File: src/hw/lcvcg_pkg.sv
/*
  lcvcg_pkg: register map, field layout, reset values, timing counts and
  shared decode functions of the line code violation global control block.
  Assumes a 125 MHz system clock and a 32-bit classic Wishbone register bus.
*/
package lcvcg_pkg;

  // ----------------------------------------------------------------------
  // register indices (byte address is four times the index)
  // ----------------------------------------------------------------------
  localparam logic [7:0] IDX_SRC_SEL    = 8'h82;
  localparam logic [7:0] IDX_SLICER     = 8'h83;
  localparam logic [7:0] IDX_CHAN_SEL   = 8'h8c;
  localparam logic [7:0] IDX_GLOBAL_CMD = 8'h8d;
  localparam logic [7:0] IDX_READOUT    = 8'h8e;

  // ----------------------------------------------------------------------
  // field positions and reset values
  // ----------------------------------------------------------------------
  localparam int         TX_SRC_BIT     = 7;
  localparam int         TERM_SRC_BIT   = 6;
  localparam int         SLICER_LSB     = 2;
  localparam int         CHAN_SEL_LSB   = 0;
  localparam int         CLEAR_ALL_BIT  = 4;
  localparam int         SNAP_ALL_BIT   = 3;
  localparam int         BYTE_SEL_BIT   = 2;
  localparam int         SNAP_ONE_BIT   = 1;
  localparam int         CLEAR_ONE_BIT  = 0;
  localparam logic [7:0] REG_RESET      = 8'h00;

  // ----------------------------------------------------------------------
  // timing: software holds a counter clear for at least this long
  // ----------------------------------------------------------------------
  localparam int CLK_PERIOD_NS      = 8;
  localparam int CLEAR_HOLD_NS      = 1000;
  localparam int CLEAR_HOLD_CYCLES  = (CLEAR_HOLD_NS + CLK_PERIOD_NS - 1) / CLK_PERIOD_NS;

  // slicer threshold in percent of peak, per code
  localparam logic [6:0] SLICER_PCT_00 = 7'd60;
  localparam logic [6:0] SLICER_PCT_01 = 7'd65;
  localparam logic [6:0] SLICER_PCT_10 = 7'd70;
  localparam logic [6:0] SLICER_PCT_11 = 7'd55;

  // ----------------------------------------------------------------------
  // decode functions
  // ----------------------------------------------------------------------
  // select code 0 means no channel, 1..8 mean channels 0..7
  function automatic logic lcvcg_chan_valid(input logic [3:0] code);
    lcvcg_chan_valid = (code >= 4'h1) && (code <= 4'h8);
  endfunction : lcvcg_chan_valid

  function automatic logic [2:0] lcvcg_chan_index(input logic [3:0] code);
    logic [3:0] idx;
    idx = code - 4'h1;
    lcvcg_chan_index = idx[2:0];
  endfunction : lcvcg_chan_index

  function automatic logic [6:0] lcvcg_slicer_pct(input logic [1:0] code);
    case (code)
      2'b00:   lcvcg_slicer_pct = SLICER_PCT_00;
      2'b01:   lcvcg_slicer_pct = SLICER_PCT_01;
      2'b10:   lcvcg_slicer_pct = SLICER_PCT_10;
      default: lcvcg_slicer_pct = SLICER_PCT_11;
    endcase
  endfunction : lcvcg_slicer_pct

endpackage : lcvcg_pkg

File: src/hw/lcvcg_cnt_if.sv
/*
  lcvcg_cnt_if: command and readout signals between the register file and
  the violation counter bank. Assumes both ends share one clock.
*/
`timescale 1ns/1ns
interface lcvcg_cnt_if;
  logic       clear_all;   // level, forces every counter to zero
  logic       clear_one;   // level, forces the selected counter to zero
  logic       snap_all;    // pulse, copies every counter to its holding word
  logic       snap_one;    // pulse, copies the selected counter
  logic       chan_valid;  // select code names a real channel
  logic [2:0] chan_idx;
  logic       byte_sel;    // 0 low byte, 1 high byte
  logic [7:0] rd_byte;     // registered readout byte

  modport ctrl (output clear_all, clear_one, snap_all, snap_one, chan_valid, chan_idx, byte_sel,
                input rd_byte);
  modport bank (input clear_all, clear_one, snap_all, snap_one, chan_valid, chan_idx, byte_sel,
                output rd_byte);
endinterface : lcvcg_cnt_if

File: src/hw/lcvcg_counter_bank.sv
/*
  lcvcg_counter_bank: per-channel 16-bit line code violation counters, their
  holding words and a registered readout byte. Assumes violation inputs are
  one-cycle pulses synchronous to ref_clk.
*/
`timescale 1ns/1ns
module lcvcg_counter_bank #(
  parameter int NUM_CHAN = 8,
  parameter int COUNT_W  = 16
) (
  input  wire logic                ref_clk,
  input  wire logic                reset_n,
  input  wire logic [NUM_CHAN-1:0] line_code_violation,
  lcvcg_cnt_if.bank                cmd
);
  import lcvcg_pkg::*;

  logic [COUNT_W-1:0] count_r [NUM_CHAN];
  logic [COUNT_W-1:0] count_nxt [NUM_CHAN];
  logic [COUNT_W-1:0] hold_r [NUM_CHAN];
  logic [COUNT_W-1:0] hold_nxt [NUM_CHAN];
  logic [7:0]         rd_byte_r;
  logic [7:0]         rd_byte_nxt;

  // ----------------------------------------------------------------------
  // counters and holding words
  // ----------------------------------------------------------------------
  // counters saturate rather than wrap so a long run never reads as small;
  // they keep counting through a snapshot, only clears stop them
  always_comb
  begin
    for (int i = 0; i < NUM_CHAN; i++)
    begin
      logic match;
      match        = cmd.chan_valid && (cmd.chan_idx == i[2:0]);
      count_nxt[i] = count_r[i];
      hold_nxt[i]  = hold_r[i];
      if (cmd.clear_all || (cmd.clear_one && match))
        count_nxt[i] = '0;
      else if (line_code_violation[i] && (count_r[i] != {COUNT_W{1'b1}}))
        count_nxt[i] = count_r[i] + 1'b1;
      if (cmd.snap_all || (cmd.snap_one && match))
        hold_nxt[i] = count_r[i];
    end
    // readout of the selected holding word, zero when nothing is selected
    rd_byte_nxt = 8'h00;
    if (cmd.chan_valid)
      rd_byte_nxt = cmd.byte_sel ? hold_r[cmd.chan_idx][15:8] : hold_r[cmd.chan_idx][7:0];
  end

  always_ff @(posedge ref_clk or negedge reset_n)
  begin
    if (!reset_n)
    begin
      for (int i = 0; i < NUM_CHAN; i++)
      begin
        count_r[i] <= '0;
        hold_r[i]  <= '0;
      end
      rd_byte_r <= 8'h00;
    end
    else
    begin
      count_r   <= count_nxt;
      hold_r    <= hold_nxt;
      rd_byte_r <= rd_byte_nxt;
    end
  end

  assign cmd.rd_byte = rd_byte_r;
endmodule : lcvcg_counter_bank

File: src/hw/lcvcg_global_ctrl.sv
/*
  lcvcg_global_ctrl: global control registers of an eight-channel line
  interface, reached over classic Wishbone (32-bit data, 8-bit registers in
  the low byte). Selects pin or register sources for transmit enables and
  receive termination, holds the slicer threshold, and commands the
  violation counter bank. Assumes synchronous inputs on ref_clk (125 MHz).
*/
// The implementer's own choice: the Wishbone interface to the registers.
`timescale 1ns/1ns

// What this block does
// - transmit source bit 0 uses per-channel register enables, 1 uses the enable pins
// - termination source bit 0 uses per-channel bits, 1 uses the global pin
// - channel select 0 is none, 1 to 8 are channels 0 to 7
// - channel select also targets single-channel snapshot and clear
// - while clear-all is 1 every counter is forced to zero
// - setting snapshot-all copies every counter into its holding word
// - readout after snapshot shows the selected channel's holding word
// - all global bits, reserved too, read and write and reset to zero
// - byte select picks low byte at 0, high byte at 1
// - eight-bit readout register returns the chosen byte of the selected channel
module lcvcg_global_ctrl #(
  parameter int NUM_CHAN = 8,
  parameter int COUNT_W  = 16,
  parameter int ADDR_W   = 12
) (
  input  wire logic                ref_clk,
  input  wire logic                reset_n,
  // classic Wishbone slave
  input  wire logic                wb_cyc,
  input  wire logic                wb_stb,
  input  wire logic                wb_we,
  input  wire logic [ADDR_W-1:0]   wb_adr,
  input  wire logic [3:0]          wb_sel,
  input  wire logic [31:0]         wb_dat_w,
  output logic      [31:0]         wb_dat_r,
  output logic                     wb_ack,
  // line side
  input  wire logic [NUM_CHAN-1:0] line_code_violation,
  input  wire logic [NUM_CHAN-1:0] chan_tx_enable_bits,
  input  wire logic [NUM_CHAN-1:0] tx_enable_pins,
  input  wire logic [NUM_CHAN-1:0] chan_rx_termination_bits,
  input  wire logic                rx_termination_select,
  output logic      [NUM_CHAN-1:0] tx_output_enable,
  output logic      [NUM_CHAN-1:0] rx_termination_on,
  output logic      [1:0]          slicer_threshold_code,
  output logic      [6:0]          slicer_level_pct
);
  import lcvcg_pkg::*;

  lcvcg_cnt_if cnt_if ();

  logic [7:0]          src_sel_r, src_sel_nxt;
  logic [7:0]          slicer_r, slicer_nxt;
  logic [7:0]          chan_sel_r, chan_sel_nxt;
  logic [7:0]          global_cmd_r, global_cmd_nxt;
  logic                ack_r, ack_nxt;
  logic [31:0]         dat_r_r, dat_r_nxt;
  logic                snap_all_r, snap_all_nxt;
  logic                snap_one_r, snap_one_nxt;
  logic [NUM_CHAN-1:0] tx_en_r, tx_en_nxt;
  logic [NUM_CHAN-1:0] term_r, term_nxt;
  logic [6:0]          pct_r, pct_nxt;
  logic [ADDR_W-3:0]   index;
  logic                wr_take;
  logic                sel_valid;

  // ----------------------------------------------------------------------
  // bus decode
  // ----------------------------------------------------------------------
  // word index; the write lands on the edge where the master sees ack
  // a write with its low byte lane off is answered but stored nowhere
  assign index     = wb_adr[ADDR_W-1:2];
  assign wr_take   = wb_cyc && wb_stb && wb_we && ack_r && wb_sel[0];
  assign sel_valid = lcvcg_chan_valid(chan_sel_r[3:0]);

  // ----------------------------------------------------------------------
  // register file
  // ----------------------------------------------------------------------
  // every bit, reserved ones included, is stored as written
  always_comb
  begin
    src_sel_nxt    = src_sel_r;
    slicer_nxt     = slicer_r;
    chan_sel_nxt   = chan_sel_r;
    global_cmd_nxt = global_cmd_r;
    if (wr_take)
    begin
      case (index)
        (ADDR_W-2)'(IDX_SRC_SEL):    src_sel_nxt    = wb_dat_w[7:0];
        (ADDR_W-2)'(IDX_SLICER):     slicer_nxt     = wb_dat_w[7:0];
        (ADDR_W-2)'(IDX_CHAN_SEL):   chan_sel_nxt   = wb_dat_w[7:0];
        (ADDR_W-2)'(IDX_GLOBAL_CMD): global_cmd_nxt = wb_dat_w[7:0];
        default:                     ;
      endcase
    end
  end

  always_ff @(posedge ref_clk or negedge reset_n)
  begin
    if (!reset_n)
    begin
      src_sel_r    <= REG_RESET;
      slicer_r     <= REG_RESET;
      chan_sel_r   <= REG_RESET;
      global_cmd_r <= REG_RESET;
    end
    else
    begin
      src_sel_r    <= src_sel_nxt;
      slicer_r     <= slicer_nxt;
      chan_sel_r   <= chan_sel_nxt;
      global_cmd_r <= global_cmd_nxt;
    end
  end

  // ----------------------------------------------------------------------
  // bus answer
  // ----------------------------------------------------------------------
  // ack one cycle after the request, dropped the cycle after; unmapped
  // addresses are acknowledged with zero data and writes to them ignored
  always_comb
  begin
    ack_nxt   = wb_cyc && wb_stb && !ack_r;
    dat_r_nxt = dat_r_r;
    if (ack_nxt)
    begin
      dat_r_nxt = 32'h0000_0000;
      case (index)
        (ADDR_W-2)'(IDX_SRC_SEL):    dat_r_nxt[7:0] = src_sel_r;
        (ADDR_W-2)'(IDX_SLICER):     dat_r_nxt[7:0] = slicer_r;
        (ADDR_W-2)'(IDX_CHAN_SEL):   dat_r_nxt[7:0] = chan_sel_r;
        (ADDR_W-2)'(IDX_GLOBAL_CMD): dat_r_nxt[7:0] = global_cmd_r;
        (ADDR_W-2)'(IDX_READOUT):    dat_r_nxt[7:0] = cnt_if.rd_byte;
        default:                     dat_r_nxt = 32'h0000_0000;
      endcase
    end
  end

  always_ff @(posedge ref_clk or negedge reset_n)
  begin
    if (!reset_n)
    begin
      ack_r   <= 1'b0;
      dat_r_r <= 32'h0000_0000;
    end
    else
    begin
      ack_r   <= ack_nxt;
      dat_r_r <= dat_r_nxt;
    end
  end

  assign wb_ack   = ack_r;
  assign wb_dat_r = dat_r_r;

  // ----------------------------------------------------------------------
  // counter commands
  // ----------------------------------------------------------------------
  // snapshots fire once on the 0 to 1 write so repeated reads of the
  // holding word stay consistent while the bit is left set
  always_comb
  begin
    snap_all_nxt = global_cmd_nxt[SNAP_ALL_BIT] && !global_cmd_r[SNAP_ALL_BIT];
    snap_one_nxt = global_cmd_nxt[SNAP_ONE_BIT] && !global_cmd_r[SNAP_ONE_BIT]
                   && lcvcg_chan_valid(chan_sel_nxt[3:0]);
  end

  always_ff @(posedge ref_clk or negedge reset_n)
  begin
    if (!reset_n)
    begin
      snap_all_r <= 1'b0;
      snap_one_r <= 1'b0;
    end
    else
    begin
      snap_all_r <= snap_all_nxt;
      snap_one_r <= snap_one_nxt;
    end
  end

  // a single clear is gated by a valid select so code 0 never hits channel 7
  // clears are levels; software keeps them up for the hold time
  assign cnt_if.clear_all  = global_cmd_r[CLEAR_ALL_BIT];
  assign cnt_if.clear_one  = global_cmd_r[CLEAR_ONE_BIT] && sel_valid;
  assign cnt_if.snap_all   = snap_all_r;
  assign cnt_if.snap_one   = snap_one_r;
  assign cnt_if.chan_valid = sel_valid;
  assign cnt_if.chan_idx   = lcvcg_chan_index(chan_sel_r[3:0]);
  assign cnt_if.byte_sel   = global_cmd_r[BYTE_SEL_BIT];

  lcvcg_counter_bank #(
    .NUM_CHAN (NUM_CHAN),
    .COUNT_W  (COUNT_W)
  ) u_bank (
    .ref_clk             (ref_clk),
    .reset_n             (reset_n),
    .line_code_violation (line_code_violation),
    .cmd                 (cnt_if.bank)
  );

  // ----------------------------------------------------------------------
  // line-side controls
  // ----------------------------------------------------------------------
  // sources are muxed then registered, so outputs trail a change by a cycle
  always_comb
  begin
    tx_en_nxt = src_sel_r[TX_SRC_BIT] ? tx_enable_pins : chan_tx_enable_bits;
    term_nxt  = src_sel_r[TERM_SRC_BIT] ? {NUM_CHAN{rx_termination_select}}
                                        : chan_rx_termination_bits;
    pct_nxt   = lcvcg_slicer_pct(slicer_r[SLICER_LSB+1:SLICER_LSB]);
  end

  always_ff @(posedge ref_clk or negedge reset_n)
  begin
    if (!reset_n)
    begin
      tx_en_r <= '0;
      term_r  <= '0;
      pct_r   <= SLICER_PCT_00;
    end
    else
    begin
      tx_en_r <= tx_en_nxt;
      term_r  <= term_nxt;
      pct_r   <= pct_nxt;
    end
  end

  assign tx_output_enable      = tx_en_r;
  assign rx_termination_on     = term_r;
  assign slicer_threshold_code = slicer_r[SLICER_LSB+1:SLICER_LSB];
  assign slicer_level_pct      = pct_r;
endmodule : lcvcg_global_ctrl

File: config.mk
export PLATFORM = sky130hd
export DESIGN_NAME = lcvcg_global_ctrl
export DESIGN_NICKNAME = d
export VERILOG_FILES = /design/src/hw/lcvcg_pkg.sv /design/src/hw/lcvcg_cnt_if.sv /design/src/hw/lcvcg_counter_bank.sv /design/src/hw/lcvcg_global_ctrl.sv
export SDC_FILE = /design/constraint.sdc
export NUM_CORES = 1
export LEC_CHECK = 0
export BUFFER_PORTS_ARGS = -buffer_cell sky130_fd_sc_hd__buf_4
export CAP_MARGIN = 5
export CORE_UTILIZATION = 50
export DETAILED_ROUTE_END_ITERATION = 16
export GPL_TIMING_DRIVEN = 0
export PLACE_DENSITY = 0.69
export SLEW_MARGIN = 20
export SYNTH_ARGS = -nofsm -noshare
export SYNTH_HDL_FRONTEND = slang
export SYNTH_SLANG_ARGS = --single-unit
File: constraint.sdc
create_clock -name ref_clk -period 8.7 [get_ports ref_clk]
set_clock_uncertainty 0.1 [all_clocks]
set_input_delay 1.74 -clock ref_clk [delete_from_list [all_inputs] [get_ports ref_clk]]
set_output_delay 1.74 -clock ref_clk [all_outputs]
set_load 0.01 [all_outputs]
# Yosys cells after proc, flatten, opt, wreduce, memory -nomap -nowiden
# Cells that the tools add are included.
# classes
magnitude_cmp	5
n_bitwise	1
n_mux	29
n_addsub	9
n_reduce_logical	76
eq_ne	22
# ops
operator	count
$mux 16	18
$add 16x1->16 const B	8
$ne 16x16->1 const B	8
$eq 10x8->1 const B	5
$bmux 16 s3	1
$logic_and 1x1->1	43
$pmux 8 s5	1
$mux 8	4
$pmux 7 s3	1
$logic_or 1x1->1	16
$mux 4	4
$reduce_bool 2->1	8
$eq 3x3->1 const B	4
$ge 4x1->1 const B	2
$le 4x4->1 const B	2
$reduce_and 2->1	4
$eq 3x2->1 const B	2
$ge 4x4->1 const B	1
$not 3->4	1
$eq 3x1->1 const B	1
$logic_not 1->1	3
$logic_not 3->1	1
$sub 3x1->3 const B	1
$eq 2x1->1 const B	1
other kinds (2)	2
# word_totals
output_inout_bits	58
elab_cells	172
reg_bits	330

# Logic depth before layout (Yosys ltp)
# Gate-level depths: netlist of the first run.
# depth
depth_word	8
mapped_depth	10

# Hierarchy
# Synthesis of the first run repeated with hierarchy kept, for this count alone.
# hier_totals
cells_unflattened	1381
hier_area_um2	16138.0
# by_module_without_submodules
module	seq_area_each_um2	n_inst	cells_each	area_per_inst_um2
lcvcg_counter_bank	6606.3	1	1101	12887.4
lcvcg_global_ctrl	1630.3	1	280	3250.6

# Worst setup path before layout of the first run
# OpenSTA, ideal clock, no wires.
# synth_path
path_type	input-to-reg
start	in wb_adr[7]
end	reg slicer_r[0]
n_path_buf	0
setup_ns	0.125
path_slack_ns	5.348
arrival_ns	3.127
cell_stages	4
cell_sequence	nor4b_2 > nand4_2 > nor3_2 > mux2_2
# synth_via
elab_chain_cells	2
# synth_rtl
element	line_no	text
start, declared	lcvcg_global_ctrl.sv:33	input wire logic [ADDR_W-1:0] wb_adr,
$eq 10x8->1	lcvcg_global_ctrl.sv:89	case (index)
$reduce_and 2->1 (no source line)	--	
end signal, assigned	lcvcg_global_ctrl.sv:111	slicer_r <= slicer_nxt;
end, declared	lcvcg_global_ctrl.sv:54	logic [7:0] slicer_r, slicer_nxt;
# Every way passes these cells.
# A chain may end at the register's enable or synchronous reset.

# Final worst setup path of the first run
# layout_path
start	reg chan_sel_r[0]
end	reg u_bank.count_r[66] (netlist bit)
# layout_via
elab_chain_cells	6
# layout_rtl
element	line_no	text
start, declared	lcvcg_global_ctrl.sv:55	logic [7:0] chan_sel_r, chan_sel_nxt;
start signal, assigned	lcvcg_global_ctrl.sv:112	chan_sel_r <= chan_sel_nxt;
$sub 3x1->3, or another cell as far along	lcvcg_pkg.sv:54	idx = code - 4'h1;
$eq 3x2->1 or $logic_and 1x1->1 (tied branches)	lcvcg_counter_bank.sv:35, lcvcg_pkg.sv:49	
$logic_and 1x1->1 (on tied branches)	lcvcg_counter_bank.sv:35, lcvcg_global_ctrl.sv:186	
$logic_and 1x1->1 *	lcvcg_counter_bank.sv:38	if (cmd.clear_all || (cmd.clear_one && match))
$logic_or 1x1->1 *	lcvcg_counter_bank.sv:38	
$mux 16 or $reduce_bool 2->1 (tied branches)	--	
end signal, assigned	lcvcg_counter_bank.sv:64	count_r <= count_nxt;
end, declared	lcvcg_counter_bank.sv:18	logic [COUNT_W-1:0] count_r [NUM_CHAN];
# Every way passes the cells marked *; elsewhere a longest branch is shown, timed or not.

==> metrics.md, run 1 <==
| Metric | Value |
|---|---|
| Placed Cells | `~2000` |
| Core area | `32620 um2` |
| Cells on worst reg2reg path | `10` |
| CTS buffer count | `36` |
| Worst path required time | `9.00 ns` |
| Final setup vio count | `0` |
| Share of layout cells above drive strength 1 | `roughly a quarter` |
| Count of input and output buffers | `around 90` |
| Synth Warn # | `0` |
| CP Capture Type | `register` |
| Crit path max fanout | `10` |
| Routed WL | `39630 um` |
| Cell count after synthesis | `about 1400` |
| Nets | `1700` |
| Initial antenna violation count | `0` |
| Asr flop ratio synth | `between 90% and 100%` |
| Final Hold Fails | `0` |
| Die Wd | `about 180 um` |
| Synthesized cell area | `16590 um2` |
| Post-CTS Setup Repair Bufs | `0` |
| Post-Synth Adder-Cell Area | `between 1 and 1.5%` |
| Highest clock rate | `between 200 and 300 MHz` |
| H-tree levels | `2` |
| Largest net degree at the start of global routing | `around 100` |
| Reg2reg start | `chan_sel_r[0]` |
| Number of global-route vias before repair | `between 10000 and 15000` |
| Mapped Avg Cell Area | `around 12 um2` |
| # diodes | `0` |
| Yosys cell types | `between 60 and 70` |
| Top-area cell type share of the netlist area | `49.17%` |
| Synth Area in Simple Gates | `13.88%` |
| Most frequent CP cell | `buf_2` |
| Worst-path cell chain | `buf_2, buf_1, inv_1, ha_1, xor2_1, buf_2, o31ai_1, clkbuf_1, a2111o_1, o21ai_0` |
| XOR/XNOR Fraction of Synth Area | `0.2640%` |
| PostCTS Resize Cnt | `0` |
| RSZ-0062 raised after global routing | `false` |
| Hpwl dp | `~29000 um` |
| Drt pass-1 iters | `5` |
| Pwr dens | `206.6 nW/um2` |
| Seq. cell area | `8237 um2` |
| Hold_ws | `about 0.37 ns` |
| Crit path from | `chan_sel_r[0]` |
| Setup crit end | `u_bank.count_r[66]` |
| Most frequent cells in the layout | `dfrtp_1 (326), mux2_2 (169), buf_4 (120), a21oi_1 (95), nand2_1 (84)` |
| Minimum clock period | `~3.9 ns` |
| Slew HR | `around 28%` |
| Placer Congestion | `0.9784` |
| Top cells by area, synth | `dfrtp_1 (49%), mux2_2 (11%), mux4_2 (4.3%), mux2i_1 (2.9%), a21oi_1 (2.9%)` |
| # rows | `between 60 and 70` |
| Leading cell type in the layout, fill and taps excluded | `dfrtp_1` |
| Final period util | `44.57%` |
| I/O pin total | `about 140` |
| Vias | `around 12000` |
| Post-DR vias/cell | `approximately 6` |
| CP Class | `reg2reg` |
| Total track usage | `24.03%` |
| Max-slew violations | `0` |
| Startpoint type of the worst setup path | `register` |
| CTS tree | `yes` |
| Layout overhead on the synthesized area | `15.90%` |
| CTS max path bufs | `3` |
| Arrival time of the worst setup path | `approximately 4.2 ns` |
| Min-delay worst type | `reg2reg` |
| Max Cap Viol | `0` |
| Post-synthesis sequential element count | `329` |
| Final setup TNS | `0 ns` |
| Place WS | `roughly 4.9 ns` |
| Initial detailed-routing violation count | `912` |
| Synth Flop Type | `dfrtp_1` |
| Combinational family with the most area after synthesis | `multiplexers` |
| Remaining DRCs | `0` |
| Worst Max-Slew Pin Slew | `1.070 ns` |
| Mux cell area share after synthesis | `roughly a fifth` |
| Total gr overflow | `0` |
| Die height | `~180 um` |
| Register area share after synthesis | `49.65%` |
| Finished Layout Cells | `around 2100` |
| TritonCTS Sinks | `329` |
| Clk_lat worst skew | `between 0.5 and 0.6 ns` |
| R2R setup slack | `4.82 ns` |
| Outcome | `complete, no violations` |
| Filler Cell Count | `about 2600` |
| Max VDD drop | `between 0.1 and 0.15 mV` |
| EDFF count, synth | `0` |
| Slowest cell delay on critical path | `0.67 ns` |
| Final core occ | `about three fifths` |
| Hold buffer count at CTS | `0` |
| Area of the multi-input gates | `approximately 8000 um2` |
| Worst Setup Slack, final | `4.822 ns` |
| Clk slew on worst S/H paths | `0.06 ns` |
| Detail-routed net length per standard cell | `slightly below 20 um` |
| CTS Root Cell | `clkbuf_16` |
| Initial Utilization | `about half` |
| Critical-path top delay cell | `buf_1` |
| Area fraction in compound gates after synthesis | `12.17%` |
| First-pass GRT wire length | `around 64000 um` |
| Antenna Nets Post-Route | `0` |
| Die Area | `~34000 um2` |
| Synth area leader | `dfrtp_1` |
| Lkg Pwr | `8.622 nW` |
| R2R Path End | `u_bank.count_r[66]` |
per-stage QoR:
stage | power [mW] | area, um2
5_1_grt | 4.152 | 19230
4_1_cts | 3.993 | 19230
2_1_floorplan | 2.186 | 16680
6_report | 3.972 | 19230
3_3_place_gp | 2.373 | 17900
3_5_place_dp | 2.401 | 17990
worst min-delay path by stage:
stage | from | cells after the start | to | slack, ns
detailed placement | global_cmd_r[3] | 1 | cnt_if.snap_all | 0.36
CTS | global_cmd_r[3] | 1 | cnt_if.snap_all | 0.38
finish | global_cmd_r[3] | 1 | cnt_if.snap_all | 0.37
floorplan | global_cmd_r[3] | 1 | cnt_if.snap_all | 0.33
global placement | global_cmd_r[3] | 1 | cnt_if.snap_all | 0.35
global route | wb_dat_r[3] | 2 | wb_dat_r[3] | 0.40
power by group:
part / internal [mW] / switching (mW) / total, mW
clock network: 0.963 / 0.625 / 1.59
registers: 1.67 / 0.214 / 1.89
logic: 0.222 / 0.274 / 0.495
per-layer routing:
layer  track usage, %  share of wire (%)  vias up
li1                 -                  -     5765
met1            34.53                 46     6155
met2            38.48                 46      361
met3            2.786                4.9       79
met4            6.867                2.8        0
met5                0                  0        -
worst max-delay path: cells and delay by family (launching register included):
kind | cells | cell delay, ns
compound gates | 3 | 0.84
xor+xnor | 1 | 0.18
fa+ha+maj | 1 | 0.32
buf+inv | 5 | 1.87
flops | 1 | 0.44
cell usage after synthesis, types with 27 or more instances:
cell type  count
mux4_2        32
or3_1         27
inv_1         38
buf_4         32
nand2_1       84
o31ai_1       40
nor2_1        36
o21ai_0       58
clkbuf_1      43
or4_1         37
nand4_1       38
a21oi_1       95
dfrtp_1      326
mux2i_1       48
mux2_2       169
nand3_1       34
layout make-up:
class | instances | area share (%)
buffer | 96 | 2.603
clock buffer | 49 | 5.414
clock inverter | 16 | 1.035
inverter | 38 | 0.7419
multi-input combinational | 1002 | 40.55
sequential | 329 | 42.84
tap | 442 | 2.876
timing repair buffer | 92 | 3.944
kinds of logic after synthesis:
kind of cell             after synthesis
AND/OR/NAND/NOR                      394
flip-flops                           329
AO/OA/AOI/OAI                        311
multiplexers                         249
buffers and inverters                134
adder cells (fa/ha/maj)               19
XOR/XNOR                               5
other                                  1
sequential cells by signal (all words and copies together) (netlist names):
| signal | cells |
|---|---|
| rx_termination_on | 8 |
| slicer_r | 8 |
| u_bank.cmd.rd_byte | 8 |
| chan_sel_r | 8 |
| cnt_if.snap_one | 1 |
| slicer_level_pct | 6 |
| wb_dat_r | 8 |
| global_cmd_r | 8 |
| src_sel_r | 8 |
| u_bank.count_r | 128 |
| cnt_if.snap_all | 1 |
| tx_output_enable | 8 |
| wb_ack | 1 |
| u_bank.hold_r | 128 |
No activity file was read; power rests on OpenSTA's default activity.
==> inputs of run 2 (changes only) <==
- ABC_AREA: unset -> 1
- PLACE_DENSITY: 0.69 -> 0.71
- clock period: 8.7 -> 3.1 ns (I/O delays scaled with it)
==> metrics.md, run 2 <==
| Metric | Value |
|---|---|
| Routed WL | `44440 um (was 39630 um)` |
| Number of global-route vias before repair | `14499 (was 11948)` |
| Initial detailed-routing violation count | `1228 (was 912)` |
| Synth Area in Simple Gates | `24.83% (was 13.88%)` |
| Final Hold Fails | `0 (unchanged)` |
| Mux cell area share after synthesis | `0.3947% (was 18.71%)` |
| Die Area | `34980 um2 (was 33910 um2)` |
| Pwr dens | `452.4 nW/um2 (was 206.6 nW/um2)` |
| Combinational family with the most area after synthesis | `simple AND/OR/NAND/NOR gates (was multiplexers)` |
| Place WS | `0.04670 ns (was 4.852 ns)` |
| Placed Area | `18530 um2 (was 17990 um2)` |
| Cell count after synthesis | `2167 (was 1442)` |
| Leading cell type in the layout, fill and taps excluded | `nand2_1 (was dfrtp_1)` |
| Clk slew on worst S/H paths | `0.06 ns (about the same)` |
| Top cells by area, synth | `dfrtp_1 (48%), nand2_1 (11%), o21ai_0 (6.7%), inv_1 (4.9%), nor2_1 (4.5%) (was dfrtp_1 (49%), mux2_2 (11%), mux4_2 (4.3%), mux2i_1 (2.9%), a21oi_1 (2.9%))` |
| Most frequent cells in the layout | `nand2_1 (482), dfrtp_1 (326), o21ai_0 (229), inv_1 (224), nor2_1 (203) (was dfrtp_1 (326), mux2_2 (169), buf_4 (120), a21oi_1 (95), nand2_1 (84))` |
| Final core occ | `58.64% (was 58.95%)` |
| Worst path required time | `3.41 ns (was 9.00 ns)` |
| Register area share after synthesis | `48.12% (was 49.65%)` |
| Placer Congestion | `0.9704 (was 0.9784)` |
| Initial Utilization | `50.92% (was 50.86%)` |
| Highest clock rate | `343.3 MHz (was 257.9 MHz)` |
| Final period util | `93.96% (was 44.57%)` |
| Die height | `187.0 um (was 184.2 um)` |
| H-tree levels | `2 (unchanged)` |
| Top Registers | `u_bank.count_r (128), u_bank.hold_r (128) (unchanged)` |
| Post-Synth Adder-Cell Area | `1.389% (was 1.433%)` |
| First-pass GRT wire length | `73680 um (was 64360 um)` |
| CTS Root Cell | `clkbuf_16 (unchanged)` |
| CP Capture Type | `register (unchanged)` |
| Top-area cell type share of the netlist area | `47.66% (was 49.17%)` |
| Total track usage | `25.84% (was 24.03%)` |
| Hpwl dp | `33110 um (was 28560 um)` |
| Max Cap Viol | `0 (unchanged)` |
| TritonCTS Sinks | `329 (unchanged)` |
| Minimum clock period | `2.913 ns (was 3.878 ns)` |
| Min-delay worst type | `in2reg (was reg2reg)` |
| RSZ-0062 raised after global routing | `false (unchanged)` |
| EDFF count, synth | `0 (unchanged)` |
| Synth Flop Type | `dfrtp_1 (unchanged)` |
| Share of layout cells above drive strength 1 | `12.51% (was 26.51%)` |
| Initial antenna violation count | `0 (unchanged)` |
| Die Wd | `187.0 um (was 184.2 um)` |
| CTS tree | `yes (unchanged)` |
| CTS max path bufs | `3 (unchanged)` |
| Antenna Nets Post-Route | `0 (unchanged)` |
| Detail-routed net length per standard cell | `15.88 um (was 19.20 um)` |
| Placed Cells | `2731 (was 1999)` |
| Startpoint type of the worst setup path | `register (unchanged)` |
| Synth area leader | `dfrtp_1 (unchanged)` |
| Mapped Avg Cell Area | `7.899 um2 (was 11.50 um2)` |
| Worst Setup Slack, final | `0.1871 ns (was 4.822 ns)` |
| Worst Max-Slew Pin Slew | `0.6182 ns (was 1.070 ns)` |
| Outcome | `complete, no violations (unchanged)` |
| Slew HR | `58.79% (was 28.06%)` |
| Max VDD drop | `0.4580 mV (was 0.1251 mV)` |
| I/O pin total | `144 (unchanged)` |
| Post-synthesis sequential element count | `329 (unchanged)` |
| Design Area, Final | `19710 um2 (was 19230 um2)` |
| Total gr overflow | `0 (unchanged)` |
| Remaining DRCs | `0 (unchanged)` |
| Synthesized cell area | `17120 um2 (was 16590 um2)` |
| Arrival time of the worst setup path | `3.22 ns (was 4.18 ns)` |
| Total power of the final layout | `8.918 mW (was 3.972 mW)` |
| Post-DR vias/cell | `5.380 (was 5.988)` |
| Area of the multi-input gates | `7488 um2 (was 7796 um2)` |
| Finished Layout Cells | `2798 (was 2064)` |
| # rows | `67 (was 66)` |
| Most frequent cell after synthesis | `nand2_1 (was dfrtp_1)` |
| Filler Cell Count | `3092 (was 2626)` |
| Lkg Pwr | `8.890 nW (was 8.622 nW)` |
| Synth Warn # | `0 (unchanged)` |
| Largest net degree at the start of global routing | `95 (was 101)` |
| Asr flop ratio synth | `100.0% (unchanged)` |
| Yosys cell types | `47 (was 69)` |
| XOR/XNOR Fraction of Synth Area | `2.712% (was 0.2640%)` |
| Nets | `2427 (was 1700)` |
| Layout overhead on the synthesized area | `15.15% (was 15.90%)` |
| Drt pass-1 iters | `5 (unchanged)` |
| # diodes | `0 (unchanged)` |
| CP Class | `reg2reg (unchanged)` |
| Seq. cell area | `8237 um2 (unchanged)` |
| Top cells by count, synth | `nand2_1 (482), dfrtp_1 (326), o21ai_0 (229), inv_1 (224), nor2_1 (203) (was dfrtp_1 (326), mux2_2 (169), a21oi_1 (95), nand2_1 (84), o21ai_0 (58))` |
| Vias | `15052 (was 12360)` |
| Max-slew violations | `0 (unchanged)` |
| Final setup TNS | `0 ns (unchanged)` |
| Clk_lat worst skew | `0.53 ns (was 0.52 ns)` |
| Area fraction in compound gates after synthesis | `13.90% (was 12.17%)` |
| Hold_ws | `0.1825 ns (was 0.3742 ns)` |
| Count of input and output buffers | `90 (was 89)` |
| Core area | `33620 um2 (was 32620 um2)` |
| Final setup vio count | `0 (unchanged)` |
| CTS buffer count | `36 (unchanged)` |
| Crit path max fanout | `10 (unchanged)` |
## run 2: cell types whose count changed after synthesis, sizes merged, moves of 111 or more
cell   previous run  this run
nand3            34       145
nor2             36       213
o21ai            60       264
nand2            84       495
inv              38       237
mux2            169         6
## run 2: path summary, 6_finish.rpt
kind	from	end	slack [ns]	depth (start not counted)
worst min-delay path	chan_rx_termination_bits[3]	rx_termination_on[3]	0.18	3
worst min register to register	global_cmd_r[3]	cnt_if.snap_all	0.35	1
worst max register to register	chan_sel_r[0]	u_bank.cmd.rd_byte[3]	0.19	12
worst max-delay path	chan_sel_r[0]	u_bank.cmd.rd_byte[3]	0.19	12
min in group asynchronous	reset_n	tx_output_enable[5]	0.55	2
max in group asynchronous	reset_n	u_bank.count_r[30]	1.12	4
## run 2: worst max-delay path: stages (launching register included)
cell and delay [ns]:
dfrtp_1 0.46, clkbuf_2 0.27, inv_1 0.15, ha_1 0.30, clkbuf_1 0.28, inv_1 0.18, clkbuf_2 0.22, a21oi_1 0.25
o21ai_0 0.13, nand3_1 0.11, nand2_1 0.09, o21ai_0 0.17, nor2_1 0.10
## run 2: what timing repair did
action                                 in CTS  in global routing
setup endpoints to repair                   0                 34
endpoints found under the hold margin      29                  0
hold buffers                                1                  0
resized for setup                           0                  6
buffers inserted                            0                  0
## run 2: cells by family after synthesis
logic type / Yosys count
AND/OR/NAND/NOR: 974
multiplexers: 6
XOR/XNOR: 53
AO/OA/AOI/OAI: 440
adder cells (fa/ha/maj): 19
other: 1
flip-flops: 329
buffers and inverters: 345
## run 2: final cells by class
type	instances	area share, %
Inverter	241	4.602
Sequential cell	329	41.79
Timing Repair Buffer	94	3.936
Tap cell	448	2.844
Buffer	104	2.926
Clock inverter	11	0.4697
Clock buffer	55	5.446
Multi-Input combinational cell	1516	37.99
## run 2: where the power goes
part           switching [mW]  leakage, nW  internal (mW)
Combinational           0.217         3.81          0.139
Sequential             0.0132         4.51           4.32
Clock                    1.74        0.572           2.48
Total                    1.97         8.89           6.94
## run 2: metal layers
metal	up-vias	track usage, %	part of all wire (%)
met5	-	0	0
met4	0	7.881	2.6
met3	77	3.133	4.7
li1	7346	-	-
met2	424	42.84	47
met1	7205	35.57	45
